--- config.mk ---
export PLATFORM = sky130hd
export DESIGN_NAME = pad_top
export DESIGN_NICKNAME = d
export VERILOG_FILES = /design/src/pad_pkg.sv /design/src/pad_top.sv
export SDC_FILE = /design/constraint.sdc
export NUM_CORES = 1
export LEC_CHECK = 0
export BUFFER_PORTS_ARGS = -buffer_cell sky130_fd_sc_hd__buf_2
export CAP_MARGIN = 20
export CELL_PAD_IN_SITES_DETAIL_PLACEMENT = 1
export CELL_PAD_IN_SITES_GLOBAL_PLACEMENT = 2
export CORE_ASPECT_RATIO = 0.8
export CORE_MARGIN = 4
export CORE_UTILIZATION = 35
export CTS_CLUSTER_SIZE = 28
export DETAILED_ROUTE_END_ITERATION = 16
export GPL_ROUTABILITY_DRIVEN = 0
export PLACE_DENSITY_LB_ADDON = 0.05
export SLEW_MARGIN = 5
export SYNTH_ARGS = -nofsm -noshare
export SYNTH_HDL_FRONTEND = slang
export SYNTH_SLANG_ARGS = --single-unit
--- constraint.sdc ---
create_clock -name hclk -period 3.06 [get_ports hclk]
set_clock_uncertainty 0.15 [all_clocks]
set_input_delay 0.153 -clock hclk [delete_from_list [all_inputs] [get_ports hclk]]
set_output_delay 0.153 -clock hclk [all_outputs]
set_load 0.01 [all_outputs]
--- src/pad_pkg.sv ---
// Purpose: Shared constants for the page attribute decoder.
// Assumes: 32-bit descriptors, word-aligned AHB-Lite register map.
// Notes: Offsets are byte addresses.
package pad_pkg;
    localparam logic [1:0] PAD_L1_FAULT = 2'h0;
    localparam logic [1:0] PAD_L1_COARSE = 2'h1;
    localparam logic [1:0] PAD_L1_SECTION = 2'h2;
    localparam logic [1:0] PAD_L1_FINE = 2'h3;
    localparam logic [1:0] PAD_L2_FAULT = 2'h0;
    localparam logic [1:0] PAD_L2_LARGE = 2'h1;
    localparam logic [1:0] PAD_L2_SMALL = 2'h2;
    localparam logic [1:0] PAD_L2_EXT = 2'h3;
    localparam int PAD_P_BIT = 9;
    localparam int PAD_DOM_LSB = 5;
    localparam int PAD_SEC_TEX_LSB = 12;
    localparam int PAD_SEC_AP_LSB = 10;
    localparam int PAD_LARGE_TEX_LSB = 12;
    localparam int PAD_EXT_TEX_LSB = 6;
    localparam int PAD_EXT_AP_LSB = 4;
    localparam int PAD_C_BIT = 3;
    localparam int PAD_B_BIT = 2;
    localparam int PAD_PAGE_AP_LSB = 4;
    localparam int PAD_SCTL_ECC_WALK_BIT = 1;
    localparam logic [7:0] PAD_OFF_CTRL = 8'h00;
    localparam logic [7:0] PAD_OFF_L1 = 8'h04;
    localparam logic [7:0] PAD_OFF_L2 = 8'h08;
    localparam logic [7:0] PAD_OFF_RESULT = 8'h0c;
    localparam logic [31:0] PAD_CTRL_RESET = 32'h0000_0000;
    localparam logic [31:0] PAD_DESC_RESET = 32'h0000_0000;
    // Control bits: [1] ecc on walks, [8] bus controller ecc mode; [9] second level fine is never read, the first level type selects fine tables
    localparam int PAD_CTRL_BCU_ECC_BIT = 8;
    localparam int PAD_CTRL_FINE_BIT = 9;
    // Result fields
    localparam int PAD_R_FAULT = 0;
    localparam int PAD_R_CACHE = 1;
    localparam int PAD_R_BUFFER = 2;
    localparam int PAD_R_WT = 3;
    localparam int PAD_R_WALLOC = 4;
    localparam int PAD_R_MINI = 5;
    localparam int PAD_R_ECC = 6;
    localparam int PAD_R_ECC_WALK = 7;
    localparam int PAD_R_XBIT = 8;
    localparam int PAD_R_AP_LSB = 12;
    localparam int PAD_R_DOM_LSB = 16;
    localparam int PAD_R_L2_LSB = 24;
    localparam int PAD_R_L1_LSB = 26;
endpackage

--- src/pad_top.sv ---
// Purpose: Decode table descriptors into memory attributes and policies.
// Assumes: AHB-Lite single word transfers; pin inputs synchronous to hclk.
// Notes: Attributes drive a cache and bus controller through registered outputs.
//
// Overview of operation
// - The extension bit joins cacheable and bufferable as a third bit and, when one, adds four encodings.
// - With the extension bit zero, cacheable and bufferable keep their standard meanings.
// - The old mini-cache encoding now means write-through, and mini-cache moves under the extension bit.
// - Extension encodings include one for the mini-cache and one for write-allocate caching.
// - With write-allocate on a cacheable page, a store miss starts a line fill.
// - Without write-allocate, only a cacheable load miss starts a line fill.
// - Write-through pages send every store to external memory.
// - Page protection plus bus controller ECC mode gives ECC on writes and checks on reads.
// - Control bit 1 applies ECC to page table walk accesses.
// - Only the low bit of the type extension field is used; the rest is ignored.
// - Small pages act as if the extension bit were zero.
// - First level type comes from the two low bits; non-fault forms carry protection and domain.
// - Coarse second level decodes fault, large, small and extended small pages.
// - Fine second level decodes fault, large, small and tiny pages.
//
// Our own choices: the register addresses and the AHB-Lite register port.
`timescale 1ns/1ps
module pad_top (
    input wire logic hclk,
    input wire logic hresetn,
    input wire logic clk_en,
    input wire logic hsel,
    input wire logic [31:0] haddr,
    input wire logic [1:0] htrans,
    input wire logic hwrite,
    input wire logic [2:0] hsize,
    input wire logic [31:0] hwdata,
    input wire logic hready,
    output logic [31:0] hrdata,
    output logic hreadyout,
    output logic hresp,
    input wire logic access_valid,
    input wire logic access_store,
    input wire logic access_hit,
    input wire logic walk_access,
    output logic xlate_fault,
    output logic attr_cacheable,
    output logic attr_bufferable,
    output logic attr_write_through,
    output logic attr_mini_cache,
    output logic ecc_enable,
    output logic line_fill,
    output logic ext_store
);
    import pad_pkg::*;

    logic [31:0] ctrl_reg;
    logic [31:0] l1_reg;
    logic [31:0] l2_reg;
    logic wr_pend_reg;
    logic [7:0] wr_addr_reg;
    logic [31:0] result;
    logic [1:0] l1_type;
    logic [1:0] l2_type;
    logic use_l2;
    logic x_bit;
    logic c_bit;
    logic b_bit;
    logic fault;
    logic [1:0] ap;
    logic [3:0] dom;
    logic prot;
    logic a_cache, a_buf, a_wt, a_walloc, a_mini;
    logic walk_ecc;
    logic page_ecc;

    // Bus slave: zero wait states
    always_ff @(posedge hclk or negedge hresetn) begin
        if (!hresetn) begin
            wr_pend_reg <= 1'b0;
            wr_addr_reg <= 8'h00;
        end else if (clk_en && hready) begin
            wr_pend_reg <= hsel && htrans[1] && hwrite;
            wr_addr_reg <= haddr[7:0];
        end
    end

    always_ff @(posedge hclk or negedge hresetn) begin
        if (!hresetn) begin
            hreadyout <= 1'b1;
            hresp <= 1'b0;
        end else if (clk_en) begin
            hreadyout <= 1'b1;
            hresp <= 1'b0;
        end
    end

    always_ff @(posedge hclk or negedge hresetn) begin
        if (!hresetn) begin
            ctrl_reg <= PAD_CTRL_RESET;
            l1_reg <= PAD_DESC_RESET;
            l2_reg <= PAD_DESC_RESET;
        end else if (clk_en && wr_pend_reg) begin
            unique case (wr_addr_reg)
                PAD_OFF_CTRL: ctrl_reg <= hwdata;
                PAD_OFF_L1: l1_reg <= hwdata;
                PAD_OFF_L2: l2_reg <= hwdata;
                default: ;
            endcase
        end
    end

    always_ff @(posedge hclk or negedge hresetn) begin
        if (!hresetn) begin
            hrdata <= 32'h0000_0000;
        end else if (clk_en && hready && hsel && htrans[1] && !hwrite) begin
            unique case (haddr[7:0])
                PAD_OFF_CTRL: hrdata <= ctrl_reg;
                PAD_OFF_L1: hrdata <= l1_reg;
                PAD_OFF_L2: hrdata <= l2_reg;
                PAD_OFF_RESULT: hrdata <= result;
                default: hrdata <= 32'h0000_0000;
            endcase
        end
    end

    // Descriptor decode
    always_comb begin
        l1_type = l1_reg[1:0];
        l2_type = l2_reg[1:0];
        use_l2 = (l1_type == PAD_L1_COARSE) || (l1_type == PAD_L1_FINE);
        fault = (l1_type == PAD_L1_FAULT) || (use_l2 && l2_type == PAD_L2_FAULT);
        prot = (l1_type != PAD_L1_FAULT) && l1_reg[PAD_P_BIT];
        dom = l1_reg[PAD_DOM_LSB +: 4];
        x_bit = 1'b0;
        c_bit = 1'b0;
        b_bit = 1'b0;
        ap = 2'h0;
        if (l1_type == PAD_L1_SECTION) begin
            x_bit = l1_reg[PAD_SEC_TEX_LSB];
            c_bit = l1_reg[PAD_C_BIT];
            b_bit = l1_reg[PAD_B_BIT];
            ap = l1_reg[PAD_SEC_AP_LSB +: 2];
        end else if (use_l2) begin
            c_bit = l2_reg[PAD_C_BIT];
            b_bit = l2_reg[PAD_B_BIT];
            unique case (l2_type)
                PAD_L2_LARGE: begin
                    x_bit = l2_reg[PAD_LARGE_TEX_LSB];
                    ap = l2_reg[PAD_PAGE_AP_LSB +: 2];
                end
                PAD_L2_SMALL: begin
                    x_bit = 1'b0;
                    ap = l2_reg[PAD_PAGE_AP_LSB +: 2];
                end
                // Extended small in coarse tables, tiny in fine tables: same layout
                PAD_L2_EXT: begin
                    x_bit = l2_reg[PAD_EXT_TEX_LSB];
                    ap = l2_reg[PAD_EXT_AP_LSB +: 2];
                end
                default: begin
                    x_bit = 1'b0;
                    ap = 2'h0;
                end
            endcase
        end
        a_cache = 1'b0;
        a_buf = 1'b0;
        a_wt = 1'b0;
        a_walloc = 1'b0;
        a_mini = 1'b0;
        if (!fault) begin
            unique case ({x_bit, c_bit, b_bit})
                3'h0: ;
                3'h1: a_buf = 1'b1;
                3'h2: begin
                    a_cache = 1'b1;
                    a_wt = 1'b1;
                end
                3'h3: begin
                    a_cache = 1'b1;
                    a_buf = 1'b1;
                end
                3'h4: ;
                3'h5: a_buf = 1'b1;
                3'h6: begin
                    a_cache = 1'b1;
                    a_mini = 1'b1;
                end
                3'h7: begin
                    a_cache = 1'b1;
                    a_buf = 1'b1;
                    a_walloc = 1'b1;
                end
                default: ;
            endcase
        end
        page_ecc = !fault && prot && ctrl_reg[PAD_CTRL_BCU_ECC_BIT];
        walk_ecc = ctrl_reg[PAD_SCTL_ECC_WALK_BIT];
        result = 32'h0000_0000;
        result[PAD_R_FAULT] = fault;
        result[PAD_R_CACHE] = a_cache;
        result[PAD_R_BUFFER] = a_buf;
        result[PAD_R_WT] = a_wt;
        result[PAD_R_WALLOC] = a_walloc;
        result[PAD_R_MINI] = a_mini;
        result[PAD_R_ECC] = page_ecc;
        result[PAD_R_ECC_WALK] = walk_ecc;
        result[PAD_R_XBIT] = x_bit;
        result[PAD_R_AP_LSB +: 2] = ap;
        result[PAD_R_DOM_LSB +: 4] = fault ? 4'h0 : dom;
        result[PAD_R_L2_LSB +: 2] = l2_type;
        result[PAD_R_L1_LSB +: 2] = l1_type;
    end

    // Attribute outputs
    always_ff @(posedge hclk or negedge hresetn) begin
        if (!hresetn) begin
            xlate_fault <= 1'b0;
            attr_cacheable <= 1'b0;
            attr_bufferable <= 1'b0;
            attr_write_through <= 1'b0;
            attr_mini_cache <= 1'b0;
        end else if (clk_en) begin
            xlate_fault <= fault;
            attr_cacheable <= a_cache;
            attr_bufferable <= a_buf;
            attr_write_through <= a_wt;
            attr_mini_cache <= a_mini;
        end
    end

    // Access policy: one-cycle results per access
    always_ff @(posedge hclk or negedge hresetn) begin
        if (!hresetn) begin
            line_fill <= 1'b0;
            ext_store <= 1'b0;
            ecc_enable <= 1'b0;
        end else if (clk_en) begin
            line_fill <= access_valid && !walk_access && a_cache && !access_hit &&
                         (!access_store || a_walloc);
            ext_store <= access_valid && !walk_access && access_store && !fault &&
                         (a_wt || !a_cache || !access_hit || !a_buf);
            ecc_enable <= access_valid && (walk_access ? walk_ecc : page_ecc);
        end
    end

    chk_store_wa_fill: assert property (@(posedge hclk) disable iff (!hresetn)
        clk_en && access_valid && !walk_access && access_store && !access_hit && a_cache && a_walloc
        |=> line_fill)
        else $error("store miss with write-allocate did not fill");
    chk_store_no_fill: assert property (@(posedge hclk) disable iff (!hresetn)
        clk_en && access_valid && access_store && !a_walloc |=> !line_fill)
        else $error("store miss filled without write-allocate");
    chk_load_fill: assert property (@(posedge hclk) disable iff (!hresetn)
        clk_en && access_valid && !walk_access && !access_store && !access_hit && a_cache |=> line_fill)
        else $error("cacheable load miss did not fill");
    chk_wt_store: assert property (@(posedge hclk) disable iff (!hresetn)
        clk_en && access_valid && !walk_access && access_store && a_wt |=> ext_store)
        else $error("write-through store not sent out");
    chk_fault_noattr: assert property (@(posedge hclk) disable iff (!hresetn)
        clk_en && l1_type == PAD_L1_FAULT |=> xlate_fault && !attr_cacheable && !attr_bufferable)
        else $error("fault descriptor produced attributes");
    chk_small_nox: assert property (@(posedge hclk) disable iff (!hresetn)
        use_l2 && l2_type == PAD_L2_SMALL |-> !x_bit)
        else $error("small page used extension bit");
    chk_xbit_only: assert property (@(posedge hclk) disable iff (!hresetn)
        l1_type == PAD_L1_SECTION |-> x_bit == l1_reg[PAD_SEC_TEX_LSB])
        else $error("extension bit not taken from field low bit");
    chk_wt_encode: assert property (@(posedge hclk) disable iff (!hresetn)
        clk_en && !fault && !x_bit && c_bit && !b_bit |=> attr_write_through && !attr_mini_cache)
        else $error("cached unbuffered page not write-through");
    chk_mini_encode: assert property (@(posedge hclk) disable iff (!hresetn)
        clk_en && !fault && x_bit && c_bit && !b_bit |=> attr_mini_cache)
        else $error("mini-cache encoding not decoded");
    chk_walk_ecc: assert property (@(posedge hclk) disable iff (!hresetn)
        clk_en && access_valid && walk_access |=> ecc_enable == $past(ctrl_reg[PAD_SCTL_ECC_WALK_BIT]))
        else $error("walk ecc does not follow control bit");
    chk_page_ecc_on: assert property (@(posedge hclk) disable iff (!hresetn)
        clk_en && access_valid && !walk_access && !fault && prot && ctrl_reg[PAD_CTRL_BCU_ECC_BIT] |=> ecc_enable)
        else $error("protected page access without ecc");
    chk_page_ecc_off: assert property (@(posedge hclk) disable iff (!hresetn)
        clk_en && access_valid && !walk_access && !prot |=> !ecc_enable)
        else $error("unprotected page access used ecc");
    chk_std_wback: assert property (@(posedge hclk) disable iff (!hresetn)
        clk_en && !fault && !x_bit && c_bit && b_bit |=> attr_cacheable && attr_bufferable && !attr_write_through)
        else $error("standard write-back encoding misdecoded");
    chk_std_uncached: assert property (@(posedge hclk) disable iff (!hresetn)
        clk_en && !fault && !x_bit && !c_bit |=> !attr_cacheable && !attr_write_through && !attr_mini_cache)
        else $error("standard uncached encoding produced caching");
    chk_std_buffer: assert property (@(posedge hclk) disable iff (!hresetn)
        clk_en && !fault && !x_bit && b_bit |=> attr_bufferable)
        else $error("standard bufferable bit lost");
    chk_x_uncached: assert property (@(posedge hclk) disable iff (!hresetn)
        clk_en && !fault && x_bit && !c_bit && !b_bit |=> !attr_cacheable && !attr_bufferable)
        else $error("extended uncached encoding misdecoded");
    chk_wa_result: assert property (@(posedge hclk) disable iff (!hresetn)
        !fault && x_bit && c_bit && b_bit |-> result[PAD_R_WALLOC])
        else $error("write-allocate encoding not decoded");
    chk_fault_noext: assert property (@(posedge hclk) disable iff (!hresetn)
        clk_en && access_valid && fault |=> !ext_store && !line_fill)
        else $error("fault page produced memory traffic");
    chk_l2_fault: assert property (@(posedge hclk) disable iff (!hresetn)
        clk_en && use_l2 && l2_type == PAD_L2_FAULT |=> xlate_fault)
        else $error("second level fault not reported");
    chk_ext_xbit: assert property (@(posedge hclk) disable iff (!hresetn)
        use_l2 && l2_type == PAD_L2_EXT |-> x_bit == l2_reg[PAD_EXT_TEX_LSB])
        else $error("extended page extension bit misplaced");
    chk_hit_nofill: assert property (@(posedge hclk) disable iff (!hresetn)
        clk_en && access_valid && access_hit |=> !line_fill)
        else $error("cache hit started a line fill");
endmodule

==> results of run 1 <==
[cells in the final DEF (no fill, tap or decap), drive strengths merged, types with 10 or more instances in the layout]
master       synthesis  layout
dfrtp              145     145
mux2               110     110
buf                 15     104
dlygate4sd3          0      48
nand2               38      38
o21ai               29      29
clkbuf              19      24
nor2                23      23
mux2i               19      19
a21oi               18      18
nor2b               10      10
[report_power, final]
group | switching (uW) | total (uW) | internal [uW]
combinational | 159 | 311 | 152
sequential | 40.9 | 2020 | 1980
clock | 810 | 2030 | 1220
total | 1010 | 4360 | 3350
[per-layer routing]
metal / wire (um) / GRT usage
met2: 8850 / 0.311
met1: 8390 / 0.242
met3: 752 / 0.0350
met5: 0 / 0
met4: 148 / 0.0561
[cells in the mapped netlist]
| cell | n | area [um2] |
|---|---|---|
| dfrtp_1 | 145 | 3630 |
| mux2_2 | 110 | 1240 |
| nand2_1 | 38 | 143 |
| o21ai_0 | 29 | 145 |
| nor2_1 | 23 | 86.3 |
| clkbuf_1 | 19 | 71.3 |
| mux2i_1 | 19 | 190 |
| a21oi_1 | 18 | 90.1 |
| nor2b_1 | 10 | 62.6 |
| a31oi_1 | 8 | 50.1 |
| buf_2 | 8 | 40.0 |
| inv_1 | 8 | 30.0 |
| a211oi_1 | 6 | 45.0 |
| nand3_1 | 6 | 30.0 |
| a22o_1 | 5 | 43.8 |
| a32o_1 | 5 | 50.1 |
| and2_1 | 5 | 31.3 |
| mux4_2 | 5 | 113 |
| o41ai_1 | 5 | 43.8 |
| nand3b_1 | 4 | 30.0 |
| buf_6 | 3 | 33.8 |
| o211ai_1 | 3 | 22.5 |
| o221ai_1 | 3 | 26.3 |
| o2bb2ai_1 | 3 | 26.3 |
| a21o_1 | 2 | 15.0 |
| a41oi_1 | 2 | 17.5 |
| buf_1 | 2 | 7.51 |
| buf_4 | 2 | 15.0 |
| conb_1 | 2 | 7.51 |
| o221a_2 | 2 | 22.5 |
| a222oi_1 | 1 | 10.0 |
| a22oi_1 | 1 | 7.51 |
| a2bb2oi_1 | 1 | 8.76 |
| nand2b_1 | 1 | 6.26 |
| nor3_1 | 1 | 5.00 |
| nor3b_4 | 1 | 18.8 |
| nor4_1 | 1 | 6.26 |
| nor4_2 | 1 | 12.5 |
| nor4b_1 | 1 | 8.76 |
| or2_2 | 1 | 6.26 |
| or3_1 | 1 | 6.26 |
| or4_1 | 1 | 7.51 |
[cell families (layout without fill, tap and decap cells)]
| group | count (synthesis) | in the layout |
|---|---|---|
| AOI/OAI and AO/OA | 94 | 94 |
| buffers and inverters | 42 | 192 |
| DFF | 145 | 145 |
| muxes | 134 | 134 |
| other | 2 | 2 |
| and+or+nand+nor | 95 | 95 |
[stage by stage]
stage          cell area [um2]  total power, uW  setup WS [ps]
5_1_grt                   8240             4540            362
3_3_place_gp              7180             2310            596
6_report                  8240             4360            472
2_1_floorplan             6460             2170            775
3_5_place_dp              7180             2320            577
4_1_cts                   8240             4420            481
[cell type report]
cell class / count / area, um2
Timing Repair Buffer: 152 / 1080
Inverter: 8 / 30.0
Multi-Input combinational cell: 325 / 2640
Sequential cell: 145 / 3630
Fill cell: 1889 / 9870
Clock inverter: 8 / 77.6
Clock buffer: 24 / 502
Tap cell: 230 / 288
[worst max-delay path, delay by kind of cell (launching register included)]
kind	cells	cell delay, ps
flops	1	580
simple gates	1	440
compound gates	3	780
buf+inv	1	560
[final timing paths]
check | startpoint | to | slack, ps | depth (start not counted)
max | l1_reg[0] | ecc_enable | 470 | 5
max in group asynchronous | hresetn | ctrl_reg[24] | 1760 | 3
max reg2reg | l1_reg[0] | ecc_enable | 470 | 5
min | hready | wr_addr_reg[5] | 110 | 4
min in group asynchronous | hresetn | attr_mini_cache | 220 | 2
min reg2reg | hrdata[14] | hrdata[14] | 320 | 2
==> run_results.csv, run 1 <==
group,metric,value,unit
logic_synthesis,synthCells,512,
clock_tree,htreeDepth,4,
logic_synthesis,synth.cell_area,0.00646,mm2
sta,hold_violations,0,
clock_tree,ctsHoldBuffers,48,
sta,tightest_slew,798,ps
final_layout,n_antenna_cell,0,
final_layout,drive_gt1_frac,0.385,
route,drc,0,
logic_synthesis,synthAdderAreaFrac,0,
grt,grt_max_degree,82,
floorplan,die_area,0.0207,mm2
clock_tree,clkSinkCount,145,
clock_tree,path_clk_slew,60,ps
worst_hold_path,holdCritPathClass,"in2reg",
worst_setup_path,critPathLaunchType,"flip-flop",
grt,antenna_found_initial,0,
clock_tree,numCtsBuffers,17,
logic_synthesis,synth_compound_area_frac,0.0966,
logic_synthesis,yosys_warnings,0,
clock_tree,cts_tree,"done",
floorplan,dieHeight,130,um
clock_tree,postCtsSetupRepairBufs,0,
floorplan,io-pin-count,121,
run_status,status,"completed",
clock_tree,ctsLongestPathBuffers,2,
worst_setup_path,critPathMaxFanout,16,
sta,fin_tns_setup,0,ps
grt,grt_overflow,0,
place,placedCellCount,812,
route,routed-via-count,4665,
pwr,powerDensity,529,mW/mm2
grt,track_usage,0.183,
place,dp_hpwl,11500,um
route,drtPass1Iterations,5,
logic_synthesis,postSynthAreaPerCell,12.6,um2
sta,setup_viol,0,
clock_tree,ctsResizeCount,0,
place,io_buffers,90,
sta,rsz0062_at_grt,"false",
job,cap_viol_max_count,0,
worst_setup_path,worst_ep_arrival_time,2790,ps
final_layout,nNetsFinal,728,
route,drtAntennaViolNets,0,
worst_setup_path,cp-end-kind,"flip-flop",
logic_synthesis,synth_mux_area_frac,0.239,
logic_synthesis,synth_xor_area_frac,0,
sta,min_period_over_period,0.846,
logic_synthesis,seq_area_frac_synth,0.562,
final_layout,stdcell_count,892,
route,drt_iter0_drc,195,
sta,fin_crit,2590,ps
logic_synthesis,ys_ff_latch,145,
final_layout,area_delta_synth_final,27.6,%
floorplan,start_util,0.357,
route,finalWirelength,18100,um
sta,relSlewSlack,0.467,
pwr,leakage,0.00403,uW
worst_setup_path,slowest_delay,580,ps
worst_setup_path,crit_type,"reg2reg",
floorplan,fp.dieW,160,um
clock_tree,cts_root_buf,"clkbuf_16",
logic_synthesis,syn-num-nets,591,
worst_setup_path,crit_chain,"nor2b_1 > a21o_1 > a31oi_1 > o2bb2ai_1 > dlygate4sd3_1",
floorplan,core_region_area,0.0181,mm2
sta,fmax,386,MHz
logic_synthesis,synth_top_family_by_area,"multiplexers",
route,viasPerCell,5.23,
logic_synthesis,synthDistinctLibCells,42,
grt,grt_pass1_vias,5195,
clock_tree,clk_latency,420,ps
floorplan,fp-row-count,44,
worst_setup_path,cp.required,3270,ps
route,wire_per_inst,20.3,um
sta,slew_viol_final,0,
worst_setup_path,slowest_stage,"dfrtp_1",
sta,hold_ws,111,ps
final_layout,utilization,0.455,
pwr,ir_worst_vdd,326,uV
grt,grt_pass1_wl,29100,um
logic_synthesis,synth_simple_gate_area_frac,0.0713,
(Power assumes the default switching activity.)
==> inputs of run 2 (changes only) <==
ABC_AREA = 1   (was default)
CORE_UTILIZATION = 32   (was 35)
clock period = 2.6 ns   (was 3.06 ns; I/O delays follow)
==> run 2 against run 1 <==
Against the previous run: critical path depth grew 5; core utilization is 3.4 points lower; sequential power up 28%; power grew 26%; global-route usage up 0.90 points.
==> run_results.csv, run 2 <==
group,metric,value,unit
run_status,status,"completed",
worst_setup_path,slowest_delay,550,ps
worst_setup_path,ff2ff_setup_slack,300,ps
sta,fin_crit,2300,ps
logic_synthesis,ys_ff_latch,145,
logic_synthesis,synth.largest_area_cell,"dfrtp_1",
logic_synthesis,seq_area_frac_synth,0.550,
sta,tightest_slew,908,ps
route,drtPass1Iterations,4,
final_layout,nNetsFinal,1044,
worst_setup_path,r2r-end,"line_fill",
pwr,combPwrFrac,0.087,
pwr,power.internal,4120,uW
route,drc,0,
place,io_buffers,90,
logic_synthesis,synth_top_area_frac,0.550,
sta,hold_violations,0,
sta,rsz0062_at_grt,"false",
pwr,p_clk_frac,0.443,
sta,setup_viol,0,
logic_synthesis,syn-num-nets,904,
final_layout,seqCellArea,0.00363,mm2
route,finalWirelength,20900,um
floorplan,start_util,0.329,
pwr,p_sw,1390,uW
worst_setup_path,slowest_stage,"dlygate4sd3_1",
clock_tree,path_clk_slew,60,ps
grt,grt_max_degree,94,
pwr,powerDensity,653,mW/mm2
route,drt_iter0_drc,293,
route,viasPerCell,4.70,
worst_setup_path,r2r_start,"l1_reg[0]",
worst_setup_path,path_common_cell,"nand2_1",
final_layout,final_common_cell,"nand2_1",
clock_tree,ctsLongestPathBuffers,2,
final_layout,layout_common_cells,"nand2_1 (342), dfrtp_1 (145), o21ai_1 (93)",
worst_setup_path,critPathLaunchType,"flip-flop",
final_layout,utilization,0.421,
logic_synthesis,ys_top_cells_by_area,"dfrtp_1 (55%), nand2_1 (20%), o21ai_1 (7.1%)",
final_layout,drive_gt1_frac,0.160,
sta,min_period_over_period,0.886,
logic_synthesis,synthDistinctLibCells,25,
clock_tree,numCtsBuffers,17,
worst_setup_path,worst_ep_arrival_time,2510,ps
sta,hold_ws,16.2,ps
pwr,pwr-share-seq,0.469,
floorplan,fp.dieW,168,um
route,drtAntennaViolNets,0,
clock_tree,postCtsSetupRepairBufs,0,
worst_hold_path,min_path_cells,3,
logic_synthesis,ys.flop_type,"dfrtp_1",
floorplan,core_region_area,0.0200,mm2
final_layout,multi_input_area,0.00247,mm2
worst_setup_path,critPathMaxFanout,7,
route,routed-via-count,5839,
logic_synthesis,synth_common_cells,"nand2_1 (343), dfrtp_1 (145), o21ai_1 (93)",
worst_setup_path,crit_type,"reg2reg",
final_layout,fillers,2437,
place,dp_hpwl,13400,um
sta,fmax,434,MHz
clock_tree,htreeDepth,4,
route,wire_per_inst,16.8,um
pwr,leakage,0.00438,uW
logic_synthesis,async_flop_share,1.00,
sta,relSlewSlack,0.395,
logic_synthesis,synth_edf_count,0,
logic_synthesis,postSynthAreaPerCell,7.99,um2
worst_setup_path,crit_chain,"inv_1 > nand2_1 > nand3_1 > nand2_1 > nor2_1 > nand2_1 > nand2_1 > nand2_1 > dlygate4sd3_1 > nand2_1",
worst_setup_path,r2r_cells,10,
clock_tree,cts_root_buf,"clkbuf_16",
logic_synthesis,synthCells,825,
worst_setup_path,critPathTopFamily,"simple AND/OR/NAND/NOR gates",
floorplan,die_area,0.0230,mm2
final_layout,area_delta_synth_final,27.9,%
final_layout,n_antenna_cell,0,
grt,grt_overflow,0,
worst_setup_path,cp-end-kind,"flip-flop",
pwr,ir_worst_vdd,314,uV
pwr,switching_share,0.252,
job,cap_viol_max_count,0,
clock_tree,clkSinkCount,145,
logic_synthesis,yosys_warnings,0,
sta,slew_viol_final,0,
logic_synthesis,synth.most_common_cell,"nand2_1",
worst_hold_path,worstHoldStart,"hready",
pwr,power.total,5510,uW
worst_setup_path,cp_num_buf_inv,2,
worst_hold_path,min_to,"wr_addr_reg[0]",
worst_hold_path,holdCritPathClass,"in2reg",
grt,grt_pass1_vias,6515,
floorplan,io-pin-count,121,
floorplan,fp-row-count,46,
clock_tree,cts_tree,"done",
grt,grt_pass1_wl,34700,um
clock_tree,clk_latency,420,ps
floorplan,dieHeight,136,um
worst_setup_path,cp.required,2810,ps
sta,fin_tns_setup,0,ps
grt,track_usage,0.192,
logic_synthesis,synth.cell_area,0.00659,mm2
grt,antenna_found_initial,0,
[run 2: cell types whose count changed in the layout (fill, tap and decap cells not counted), moves of 9 or more]
cell     change
nand2_1    +304
inv_1       +58
mux2i_1     -19
o21ai_1     +93
nor2b_1      -9
nand3_1     +42
mux2_2     -110
a21oi_1     -16
nor2_1      +15
[run 2: worst register-to-register path: stages, from the launching register on]
cell,delay (ps)
dfrtp_1,460
inv_1,210
nand2_1,110
nand3_1,130
nand2_1,120
nor2_1,270
nand2_1,90
nand2_1,70
nand2_1,40
dlygate4sd3_1,550
nand2_1,60
[run 2: cell families (layout without fill, tap and decap cells)]
group,Yosys count,in the layout,synth area share
and+or+nand+nor,447,447,0.278
DFF,145,145,0.550
AOI/OAI and AO/OA,122,122,0.0949
buffers and inverters,109,262,0.0761
other,2,2,0.00114
[run 2: repair_timing]
item,4_1_cts,5_1_grt
endpoints found under the hold margin,201,0
hold buffers,54,0
endpoints found under the setup margin,0,1
gates resized for setup,0,1
[run 2: metal layers]
metal  wire length (um)  GRT usage  up-vias
met1              10100      0.261     2875
met2               9790      0.320       87
li1                   -          -     2863
met5                  0          0        -
met3                726     0.0387       14
met4                192     0.0419        0
[run 2: power groups by stage]
stage | clock, uW | sequential [uW] | combinational (uW)
finish | 2440 | 2580 | 480
CTS | 2510 | 2590 | 491
floorplan | 0 | 2590 | 243
detailed placement | 0 | 2620 | 419
global route | 2620 | 2610 | 556
global placement | 0 | 2610 | 393
[run 2: worst max path at each step]
stage                              start         end  cells past startpoint
final                          l1_reg[0]   line_fill                     10
after CTS                         clk_en  hrdata[12]                      8
after global routing           l1_reg[0]   line_fill                     10
after floorplan           wr_addr_reg[1]  l2_reg[12]                      6
after detailed placement          clk_en   hrdata[8]                      7
after global placement            clk_en  hrdata[12]                      7
[run 2: final cells by class]
cell class,count,area share
multi-input cells,571,0.293
repair buffers,160,0.135
inverters,70,0.0318
well taps,264,0.0392
clock inverters,10,0.0119
flip-flops and latches,145,0.430
clock buffers,22,0.0586
[run 2: metrics by stage]
step           area (um2)  setup slack [ps]  cells
2_1_floorplan        6590               965    825
3_3_place_gp         7290               358   1156
3_5_place_dp         7290               300   1156
4_1_cts              8430               215   1242
5_1_grt              8430               130   1242
6_report             8430               297   1242
